$ cat config.mk
export PLATFORM = sky130hd
export DESIGN_NAME = fams_top
export DESIGN_NICKNAME = d
export VERILOG_FILES = /design/src/fams_pkg.sv /design/src/fams_rd_if.sv /design/src/fams_rd_wait.sv /design/src/fams_top.sv
export SDC_FILE = /design/constraint.sdc
export NUM_CORES = 1
export LEC_CHECK = 0
export BUFFER_PORTS_ARGS = -buffer_cell sky130_fd_sc_hd__buf_2
export CAP_MARGIN = 30
export CORE_AREA = 4 4 106 68
export DETAILED_ROUTE_END_ITERATION = 8
export DIE_AREA = 0 0 110 72
export PLACE_DENSITY_LB_ADDON = 0.12
export SKIP_CTS_REPAIR_TIMING = 1
export SLEW_MARGIN = 5
export SYNTH_ARGS = -nofsm -noshare
export SYNTH_HDL_FRONTEND = slang
export SYNTH_SLANG_ARGS = --single-unit
$ cat constraint.sdc
create_clock -name clk -period 2.86 [get_ports clk]
set_clock_uncertainty 0.15 [all_clocks]
set_input_delay 0.572 -clock clk [delete_from_list [all_inputs] [get_ports clk]]
set_output_delay 0.572 -clock clk [all_outputs]
set_load 0.02 [all_outputs]
$ cat src/fams_pkg.sv
// Behaviour
// - Access size 01 is 16-bit programming, 10 is 32-bit read mode.
// - Reset loads access size 10, giving 32-bit read-only execution mode.
// - First read after an algorithm command is a discarded dummy read; no read is discarded here.
// - Each word is two half-writes; ECC is formed once both are present.
// - Base read wait field resets to 00; only 00 is permitted; 10 is still stored here and adds two waits.
// - Low bit of base read wait field is fixed by hardware.
// - Status bit 2 sets when a flash read needed ECC correction.
// - Writing zero clears the ECC-correction bit; one has no effect.
// - Status bit 1 reads one while flash hangs after a timing overrun.
// - Status bit 0 reads zero while an algorithm runs; writes refused.
// - Status bits 7 to 3 are reserved, read as zero here, ignore writes.
// - Odd slow-down code N adds N waits; 000 none; even codes prohibited.
// - Total read wait is the base field plus the slow-down count.
// - Slow-down waits apply to reads in read-only execution mode.
package fams_pkg;
  localparam int          ADDR_W             = 4;
  localparam logic [3:0]  OFF_ACCESS_SIZE    = 4'h0;
  localparam logic [3:0]  OFF_READ_WAIT      = 4'h4;
  localparam logic [3:0]  OFF_STATUS         = 4'h8;
  localparam logic [3:0]  OFF_SLOWDOWN       = 4'hC;
  localparam logic [1:0]  ASZ_PROG16         = 2'h1;
  localparam logic [1:0]  ASZ_ROM32          = 2'h2;
  localparam logic [1:0]  ASZ_RESET          = 2'h2;
  localparam logic [1:0]  RWT_RESET          = 2'h0;
  localparam logic [2:0]  SD_RESET           = 3'h0;
  localparam int          STAT_RDY_BIT       = 0;
  localparam int          STAT_HNG_BIT       = 1;
  localparam int          STAT_ERR_BIT       = 2;
  localparam logic [3:0]  WAIT_MAX           = 4'hA;
  typedef enum logic [1:0] {
    FAMS_IDLE = 2'b00,
    FAMS_WAIT = 2'b01,
    FAMS_DONE = 2'b11
  } fams_rd_state_t;
  // Wait count added by a slow-down code; prohibited codes add nothing
  function automatic logic [3:0] fams_sd_waits(input logic [2:0] code);
    if (code[0])
    begin
      fams_sd_waits = {1'b0, code};
    end
    else
    begin
      fams_sd_waits = 4'h0;
    end
  endfunction : fams_sd_waits
endpackage : fams_pkg

$ cat src/fams_rd_if.sv
`timescale 1ns/100ps
interface fams_rd_if;
  logic       req;
  logic [3:0] waits;
  logic       busy;
  logic       done;
  modport ctrl (output req, output waits, input busy, input done);
  modport seq  (input req, input waits, output busy, output done);
endinterface : fams_rd_if

$ cat src/fams_rd_wait.sv
`timescale 1ns/100ps
module fams_rd_wait (
  input  wire logic clk,      // System clock
  input  wire logic rst_n,    // Sync reset, active low
  input  wire logic clkEn,    // Freeze when low
  fams_rd_if.seq    rd        // Read timing handshake
);
  import fams_pkg::*;

  fams_rd_state_t state_r;
  logic [3:0]     cnt_r;

  always_ff @(posedge clk)
  begin
    if (!rst_n)
    begin
      state_r <= FAMS_IDLE;
      cnt_r   <= 4'h0;
    end
    else if (clkEn)
    begin
      case (state_r)
        FAMS_IDLE:
        begin
          if (rd.req)
          begin
            cnt_r   <= rd.waits;
            state_r <= (rd.waits == 4'h0) ? FAMS_DONE : FAMS_WAIT;
          end
        end
        FAMS_WAIT:
        begin
          cnt_r <= cnt_r - 4'h1;
          if (cnt_r == 4'h1)
          begin
            state_r <= FAMS_DONE;
          end
        end
        FAMS_DONE:
        begin
          state_r <= FAMS_IDLE;
        end
        default:
        begin
          state_r <= FAMS_IDLE;
        end
      endcase
    end
  end

  assign rd.busy = (state_r != FAMS_IDLE);
  assign rd.done = (state_r == FAMS_DONE);

  AST_WAIT_LEN: assert property (
    @(posedge clk) disable iff (!rst_n)
    (clkEn && !rd.busy && rd.req && rd.waits == 4'h3) ##1 clkEn [*3]
    |=> rd.done)
    else $error("read wait length wrong");
endmodule : fams_rd_wait

$ cat src/fams_top.sv
// Chosen here: the strobed register port and the placing of the registers.
`timescale 1ns/100ps
module fams_top (
  input  wire logic                  clk,          // System clock
  input  wire logic                  rst_n,        // Sync reset, active low
  input  wire logic                  clkEn,        // Freeze when low
  input  wire logic [fams_pkg::ADDR_W-1:0] regAddr,      // Register address
  input  wire logic [31:0]           regWdata,     // Write data
  input  wire logic                  regWr,        // Write strobe
  input  wire logic                  regRd,        // Read strobe
  output logic      [31:0]           regRdata,     // Read data, next cycle
  input  wire logic                  flashRdReq,   // Flash array read request
  output logic                       flashRdAck,   // Read data valid pulse
  output logic                       flashRdBusy,  // Read in progress
  input  wire logic                  eccCorrected, // Read needed ECC fix
  input  wire logic                  algoBusy,     // Algorithm running
  input  wire logic                  timingLimitExceededFlag, // Overrun
  input  wire logic                  hangClear,    // Flash reset command seen
  input  wire logic                  halfWrEn,     // Half-word array write
  input  wire logic                  halfWrUpper,  // Write hits word upper half
  input  wire logic [15:0]           halfWrData,   // Half-word write data
  output logic      [31:0]           wordData,     // Assembled word for ECC
  output logic                       wordValid,    // Word ready, one pulse
  output logic                       wrRefused,    // Write dropped pulse
  output logic                       progMode,     // 16-bit programming mode
  output logic      [3:0]            totalWaits    // Waits applied to reads
);
  import fams_pkg::*;

  logic [1:0]  accessSizeField_r;
  logic [1:0]  baseReadWaitField_r;
  logic [2:0]  addedWaitField_r;
  logic        eccErr_r;
  logic        hangFlag_r;
  logic [15:0] lowHalf_r;
  logic        lowHave_r;
  logic [31:0] regRdata_r;
  logic        wrRefused_r;
  logic        wordValid_r;
  logic [31:0] wordData_r;
  logic        eccErr_nxt;
  logic        wrSize;
  logic        wrWait;
  logic        wrStat;
  logic        wrSd;
  logic        romMode;

  fams_rd_if rdIf ();

  fams_rd_wait uWait (
    .clk   (clk),
    .rst_n (rst_n),
    .clkEn (clkEn),
    .rd    (rdIf.seq)
  );

  assign wrSize  = regWr && (regAddr == OFF_ACCESS_SIZE);
  assign wrWait  = regWr && (regAddr == OFF_READ_WAIT);
  assign wrStat  = regWr && (regAddr == OFF_STATUS);
  assign wrSd    = regWr && (regAddr == OFF_SLOWDOWN);
  assign romMode = (accessSizeField_r == ASZ_ROM32);

  // Prohibited access size codes are kept; neither mode is then active
  always_ff @(posedge clk)
  begin
    if (!rst_n)
    begin
      accessSizeField_r <= ASZ_RESET;
    end
    else if (clkEn && wrSize)
    begin
      accessSizeField_r <= regWdata[1:0];
    end
  end

  assign progMode = (accessSizeField_r == ASZ_PROG16);

  // Bit 0 stays at zero whatever is written
  always_ff @(posedge clk)
  begin
    if (!rst_n)
    begin
      baseReadWaitField_r <= RWT_RESET;
    end
    else if (clkEn && wrWait)
    begin
      baseReadWaitField_r <= {regWdata[1], 1'b0};
    end
  end

  always_ff @(posedge clk)
  begin
    if (!rst_n)
    begin
      addedWaitField_r <= SD_RESET;
    end
    else if (clkEn && wrSd)
    begin
      addedWaitField_r <= regWdata[2:0];
    end
  end

  // Waits only count in 32-bit read mode
  assign totalWaits = romMode ?
    ({2'b00, baseReadWaitField_r} + fams_sd_waits(addedWaitField_r)) :
    4'h0;

  assign rdIf.req    = flashRdReq && !rdIf.busy;
  assign rdIf.waits  = totalWaits;
  assign flashRdAck  = rdIf.done;
  assign flashRdBusy = rdIf.busy;

  // Set wins over a software clear in the same cycle
  always_comb
  begin
    eccErr_nxt = eccErr_r;
    if (wrStat && !regWdata[STAT_ERR_BIT])
    begin
      eccErr_nxt = 1'b0;
    end
    if (eccCorrected && flashRdAck)
    begin
      eccErr_nxt = 1'b1;
    end
  end

  always_ff @(posedge clk)
  begin
    if (!rst_n)
    begin
      eccErr_r <= 1'b0;
    end
    else if (clkEn)
    begin
      eccErr_r <= eccErr_nxt;
    end
  end

  // Hang holds until the reset command; an overrun the same cycle wins
  always_ff @(posedge clk)
  begin
    if (!rst_n)
    begin
      hangFlag_r <= 1'b0;
    end
    else if (clkEn)
    begin
      if (timingLimitExceededFlag)
      begin
        hangFlag_r <= 1'b1;
      end
      else if (hangClear)
      begin
        hangFlag_r <= 1'b0;
      end
    end
  end

  // Half-word pairing; lower half first, upper half completes the word
  always_ff @(posedge clk)
  begin
    if (!rst_n)
    begin
      lowHalf_r   <= 16'h0000;
      lowHave_r   <= 1'b0;
      wordData_r  <= 32'h0000_0000;
      wordValid_r <= 1'b0;
      wrRefused_r <= 1'b0;
    end
    else if (clkEn)
    begin
      wordValid_r <= 1'b0;
      wrRefused_r <= 1'b0;
      if (halfWrEn)
      begin
        if (!progMode || algoBusy)
        begin
          wrRefused_r <= 1'b1;
        end
        else if (!halfWrUpper)
        begin
          lowHalf_r <= halfWrData;
          lowHave_r <= 1'b1;
        end
        else if (lowHave_r)
        begin
          wordData_r  <= {halfWrData, lowHalf_r};
          wordValid_r <= 1'b1;
          lowHave_r   <= 1'b0;
        end
        else
        begin
          wrRefused_r <= 1'b1;
        end
      end
    end
  end

  assign wordData  = wordData_r;
  assign wordValid = wordValid_r;
  assign wrRefused = wrRefused_r;

  // Unmapped addresses read as zero
  always_ff @(posedge clk)
  begin
    if (!rst_n)
    begin
      regRdata_r <= 32'h0000_0000;
    end
    else if (clkEn)
    begin
      regRdata_r <= 32'h0000_0000;
      if (regRd)
      begin
        case (regAddr)
          OFF_ACCESS_SIZE: regRdata_r[1:0] <= accessSizeField_r;
          OFF_READ_WAIT:   regRdata_r[1:0] <= baseReadWaitField_r;
          OFF_STATUS:
          begin
            regRdata_r[STAT_ERR_BIT] <= eccErr_r;
            regRdata_r[STAT_HNG_BIT] <= hangFlag_r;
            regRdata_r[STAT_RDY_BIT] <= !algoBusy;
          end
          OFF_SLOWDOWN:    regRdata_r[2:0] <= addedWaitField_r;
          default:         regRdata_r <= 32'h0000_0000;
        endcase
      end
    end
  end

  assign regRdata = regRdata_r;

  AST_RESET_ROM: assert property (
    @(posedge clk)
    !rst_n |=> (accessSizeField_r == ASZ_ROM32))
    else $error("access size not ROM after reset");

  AST_MODE_DECODE: assert property (
    @(posedge clk) disable iff (!rst_n)
    (clkEn && regWr && regAddr == OFF_ACCESS_SIZE)
    |=> progMode == ($past(regWdata[1:0]) == 2'h1))
    else $error("programming mode decode wrong");

  AST_RWT_BIT0: assert property (
    @(posedge clk) disable iff (!rst_n)
    (clkEn && wrWait) |=> baseReadWaitField_r == {$past(regWdata[1]), 1'b0})
    else $error("read wait bit 0 changed");

  AST_ERR_SET: assert property (
    @(posedge clk) disable iff (!rst_n)
    (clkEn && eccCorrected && flashRdAck) |=> eccErr_r)
    else $error("ECC flag not set");

  AST_ERR_W1: assert property (
    @(posedge clk) disable iff (!rst_n)
    (clkEn && wrStat && regWdata[STAT_ERR_BIT] && eccErr_r) |=> eccErr_r)
    else $error("ECC flag cleared by one");

  AST_HANG: assert property (
    @(posedge clk) disable iff (!rst_n)
    (clkEn && timingLimitExceededFlag) |=> hangFlag_r)
    else $error("hang flag not set");

  AST_HANG_HOLD: assert property (
    @(posedge clk) disable iff (!rst_n)
    (clkEn && hangFlag_r && !hangClear) |=> hangFlag_r)
    else $error("hang flag dropped without reset command");

  AST_REFUSE: assert property (
    @(posedge clk) disable iff (!rst_n)
    (clkEn && halfWrEn && algoBusy) |=> (wrRefused && !wordValid))
    else $error("write accepted while busy");

  AST_RSV_ZERO: assert property (
    @(posedge clk) disable iff (!rst_n)
    (clkEn && regRd && regAddr == OFF_STATUS) |=> regRdata[31:3] == '0)
    else $error("reserved status bits nonzero");

  AST_WAIT_SUM: assert property (
    @(posedge clk) disable iff (!rst_n)
    (romMode && addedWaitField_r == 3'h5 && baseReadWaitField_r == 2'h0)
    |-> totalWaits == 4'h5)
    else $error("wait sum wrong");

  AST_SD_EVEN: assert property (
    @(posedge clk) disable iff (!rst_n)
    (romMode && baseReadWaitField_r == 2'h0 && !addedWaitField_r[0])
    |-> totalWaits == 4'h0)
    else $error("even slow-down code added waits");

  AST_PROG_NOWAIT: assert property (
    @(posedge clk) disable iff (!rst_n)
    progMode |-> totalWaits == 4'h0)
    else $error("waits in programming mode");

  AST_PAIR: assert property (
    @(posedge clk) disable iff (!rst_n)
    wordValid |-> $past(halfWrUpper))
    else $error("word without upper half");

  AST_ACK_ONE: assert property (
    @(posedge clk) disable iff (!rst_n)
    (clkEn && flashRdAck) |=> !flashRdAck)
    else $error("read ack longer than one cycle");

  AST_RDATA_ZERO: assert property (
    @(posedge clk) disable iff (!rst_n)
    (clkEn && !regRd) |=> regRdata == 32'h0000_0000)
    else $error("read data without a read strobe");

  AST_FREEZE: assert property (
    @(posedge clk) disable iff (!rst_n)
    !clkEn |=> $stable({accessSizeField_r, baseReadWaitField_r,
      addedWaitField_r, eccErr_r, hangFlag_r}))
    else $error("state moved while clock enable low");
endmodule : fams_top

-- After elaboration in Yosys (flattened, before gate mapping)
Index checks and enable logic that the tools add are counted.
W data, S select, Z words.
- divide/modulo/power cells: 0
- multipliers: 0
- shift-type cells: 0
- equality and inequality tests: 10
- bitwise operators: 2
- reduce and logical (&&, ||, !) cells: 29
- order comparisons: 0
- $add $sub $neg: 2
- multiplexer cells: 24
- operators with widths (kind ; count):
    $mux W1 ; 13
    $logic_and A1 B1 Y1 ; 10
    $reduce_and A3 Y1 ; 3
    $eq A4 B4 Y1 const B ; 2
    $logic_not A4 Y1 ; 2
    $mux W4 ; 2
    $pmux W2 S4 ; 1
    $pmux W4 S2 ; 1
    $reduce_bool A2 Y1 ; 4
    $mux W2 ; 3
    $mux W3 ; 2
    $reduce_and A5 Y1 ; 1
    $add A2 B4 Y4 ; 1
    $eq A2 B1 Y1 const B ; 2
    $eq A2 B2 Y1 const B ; 2
    $eq A4 B1 Y1 const B ; 1
    $eq A4 B3 Y1 const B ; 1
    $logic_not A1 Y1 ; 4
    $pmux W2 S2 ; 1
    $reduce_and A2 Y1 ; 2
    $reduce_and A4 Y1 ; 1
    $sub A4 B1 Y4 const B ; 1
    $logic_not A2 Y1 ; 1
    $ne A2 B1 Y1 const B ; 1
    4 further kinds ; 5
- input port bits: 64
- memory bits (writable): 0
- word-level logic and storage cells: 80
- register bits after elaboration: 97
- bits in latches: 0
- memories: 0
- bits in read-only memories: 0
- output and inout port bits: 73

-- Depth between registers and ports, before layout
- depth after elaboration: 7
- depth in mapped cells: 7
- mapped depth without buffers: 6

-- Cells and area by module
Synthesis repeated with hierarchy kept, for this count alone.
- cells, all modules: 332
- area, all modules: 3133.0 µm²
- modules (own cells, without submodules) (module ; seq. area each (µm²) ; area each (µm²) ; cells each ; times used):
    fams_top ; 1241.2 ; 2750.1 ; 286 ; 1
    fams_rd_wait ; 120.1 ; 382.9 ; 46 ; 1

-- Worst setup path after synthesis
Ideal clock, no wire load.
- path kind: register to register
- start: register addedWaitField_r[0]
- end: register uWait.state_r[1]
- arrival: 1674 ps
- path buffers: 0
- clock period less this slack: 1899 ps
- path slack: 961 ps
- required time: 2635 ps
- library setup time: 75 ps
- stages on the path, launching flop included: 7
- path through: dfxtp_1 > and2_1 > ha_1 > ha_1 > or4_1 > a31o_2 > o22ai_1
- longest elaborated chain between the ends: 7
- ends and longest elaborated chain (element ; line ; source):
    start, declared ; fams_top.sv:32 ; logic [2:0] addedWaitField_r;
    start signal, assigned ; fams_top.sv:99 ; addedWaitField_r <= regWdata[2:0];
    $mux W3 ; fams_pkg.sv:38 ; if (code[0])
    $add A2 B4 Y4 ; fams_top.sv:105 ; ({2'b00, baseReadWaitField_r} + fams_sd_waits(addedWaitField_r)) :
    $mux W4 ; fams_top.sv:104 ; assign totalWaits = romMode ?
    $logic_not A4 Y1 ; fams_rd_wait.sv:28 ; state_r <= (rd.waits == 4'h0) ? FAMS_DONE : FAMS_WAIT;
    $mux W2 ; fams_rd_wait.sv:28 ;
    $mux W2 ; fams_rd_wait.sv:25 ; if (rd.req)
    $pmux W2 S2 ; fams_rd_wait.sv:22 ; case (state_r)
    end signal, assigned ; fams_rd_wait.sv:28 ;
    end, declared ; fams_rd_wait.sv:10 ; fams_rd_state_t state_r;
Every way passes these cells. The select of a mux whose other input is x is not followed.
A chain may end at the register's enable or synchronous reset.

-- Worst setup path in the final report
- start: register addedWaitField_r[0]
- end: output totalWaits[2]
- longest elaborated chain between the ends: 3
- ends and longest elaborated chain (element ; line ; source):
    $mux W3 ; fams_pkg.sv:38 ;
    $add A2 B4 Y4 ; fams_top.sv:105 ;
    $mux W4 ; fams_top.sv:104 ;
    end, declared ; fams_top.sv:26 ; output logic [3:0] totalWaits
Every way passes these cells.

==> reports/metrics.yaml <==
die_h_um: 72
finalHoldViolations: 0
setup.worst_path.start: "addedWaitField_r[0]"
max_slew_margin: 0.662
die-area_mm2: 0.00792
timing.hold.ws_ns: 0.302
synthCells: 381
reg2reg_slack_ns: 0.79
rsz0062_at_grt: "false"
fmax_mhz: 412
fp.coreArea_mm2: 0.00636
ir_drop_mv: 0.299
die_x_um: 110
grt_pass1_vias: 2241
path_cells: "and2_1, ha_1, ha_1, and2_1, buf_2"
cts_buffer_depth: 2
path_buf_inv: 1
drive_gt1_frac: 0.233
grt_pass1_wl_um: 11000
drv_slew: 0
synth_area_leaders: "dfxtp_1, nand3_1, nand2_1"
cp.depth: 5
io_pins: 137
setup_viol: 0
insertion_delay_ns: 0.34
reg2reg_depth: 6
yosys.area.top_type: "dfxtp_1"
hold_path.class: "flip-flop to flip-flop"
place_congestion: 0.849
clk_root_buffer_cell: "clkbuf_8"
initial_core_util: 0.482
io_buffers: 78
final_cells: 537
clock-sinks: 68
postRouteAntennaNets: 0
vias: 2603
slowest_delay_ns: 0.40
synth_area_mm2: 0.00306
async_flop_share: 0
r2r_start: "addedWaitField_r[0]"
tns_ns: 0
htree_levels: 3
globalRouteOverflowTotal: 0
cts_tree: "built"
drc: 0
place_hpwl_um: 4930
end_kind: "output pin"
synth_seq_cells: 68
synth.top_cell.area_share: 0.444
r2r-end: "uWait.state_r[1]"
crit_family: "adder cells"
fin_area_mm2: 0.00362
dr.pass1.iters: 4
drt_iter0_drc: 161
crit_type: "flip-flop to output pin"
synth_cell_types: 42
synth-edff-count: 0
synth_area_per_cell_um2: 8.04
place_area_mm2: 0.00337
critPathMaxFanout: 8
viasPerCell: 4.85
p_leak_nw: 1.56
crit_slowest_cell: "dfxtp_1"
nets: 513
antenna_found_initial: 0
detail_route.wl_per_cell_um: 12.9
cp.required_ns: 2.14
p_per_area_mw_per_mm2: 576
wl_um: 6930
cts_buffers: 9
yosys_warnings: 0
dp_cells: 521
yosysSeqAreaShare: 0.444
startpoint_type: "flip-flop"
diodes: 0
rows: 23
crit_arrival_ns: 1.70
synthFlopType: "dfxtp_1"
track_usage: 0.179
worst_pin_slew_ns: 0.505
total_power_mw: 2.09
layout_min_cycle_time_ns: 2.42
cp-endpoint: "totalWaits[2]"
cts.clk_slew.worst_paths_ns: 0.07
post-route-period-util: 0.848
drv_cap: 0
status: "complete, no violations"
grt_max_degree: 66
area_delta_synth_final_pct: 18.2
[registers in the layout, summed over array words and instances, names as in the netlist]
register,cells
wrRefused,1
regRdata,3
accessSizeField_r,2
baseReadWaitField_r,1
eccErr_r,1
uWait.cnt_r,4
uWait.state_r,2
hangFlag_r,1
addedWaitField_r,3
wordValid,1
lowHave_r,1
lowHalf_r,16
wordData,32
[power breakdown]
group	switching, mW	internal [mW]
Combinational	0.106	0.0449
Clock	0.370	0.603
Sequential	0.00755	0.953
[worst min path at each step]
stage	start	end	slack (ns)	cells after the start
after floorplan	lowHalf_r[3]	lowHalf_r[3]	0.28	2
after global placement	wordData[21]	wordData[21]	0.28	2
after detailed placement	wordData[21]	wordData[21]	0.29	2
after CTS	halfWrData[10]	wordData[26]	0.29	3
after global routing	halfWrData[11]	lowHalf_r[11]	0.30	3
final	wordData[19]	wordData[19]	0.30	2
[layer usage]
layer / track usage / share of wire / up-vias / wire [µm]
met3: 0.0702 / 0.073 / 5 / 506
met5: 0 / 0 / - / 0
met2: 0.226 / 0.39 / 75 / 2670
met4: 0.0415 / 0.0055 / 0 / 38
li1: - / - / 1372 / -
met1: 0.280 / 0.54 / 1151 / 3710
[synth_stat cells, drive strengths merged (2+ instances only)]
cell type and count:
nand2 66, o21a 2, or3 2, a21boi 5, o22ai 2, ha 4, and2 8, nor3 6
nand3 55, inv 5, dfxtp 68, o21ai 56, a31oi 2, clkbuf 19, nor2b 6, nor2 10
a21oi 9, buf 38
[per-stage QoR]
step | utilization | setup WS [ns]
global route | 0.570 | 0.337
floorplan | - | 0.961
CTS | 0.570 | 0.428
detailed placement | 0.530 | 0.807
global placement | 0.530 | 0.812
finish | 0.570 | 0.435
[logic make-up (layout without fill, tap and decap cells)]
logic type	count (synthesis)	in the layout	share of synthesized area
AO/OA/AOI/OAI	84	84	0.154
AND/OR/NAND/NOR	159	159	0.247
buffers and inverters	62	103	0.123
adder cells (fa/ha/maj)	4	4	0.0163
multiplexers	3	3	0.0143
other	1	29	0.00122
flip-flops	68	68	0.444
[worst min-delay path: stages (launching register included)]
cell and delay [ns]:
dfxtp_1 0.31, nand2_1 0.05, o21ai_1 0.05
[area by class of cell]
| class | instances | area (µm²) |
|---|---|---|
| multi-input cells | 279 | 1440 |
| flip-flops and latches | 68 | 1360 |
| well taps | 87 | 109 |
| inverters | 5 | 18.8 |
| clock buffers | 10 | 138 |
| fillers | 630 | 2740 |
| clock inverters | 6 | 111 |
| repair buffers | 82 | 448 |
[cells in the final DEF, fill, tap and decap left out, drive strengths merged, types with 2 or more instances in the layout]
cell type	synthesis	final
nand2	66	66
inv	5	5
a21boi	5	5
bufinv	0	3
a31oi	2	2
ha	4	4
clkbuf	19	10
nand3	55	55
or3	2	2
dfxtp	68	68
o22ai	2	2
and2	8	8
a21oi	9	9
nor2b	6	6
nor3	6	6
buf	38	82
nor2	10	10
o21ai	56	56
conb	1	29
o21a	2	2
clkinv	0	2
Note: power is estimated with default switching activity, not from simulation.
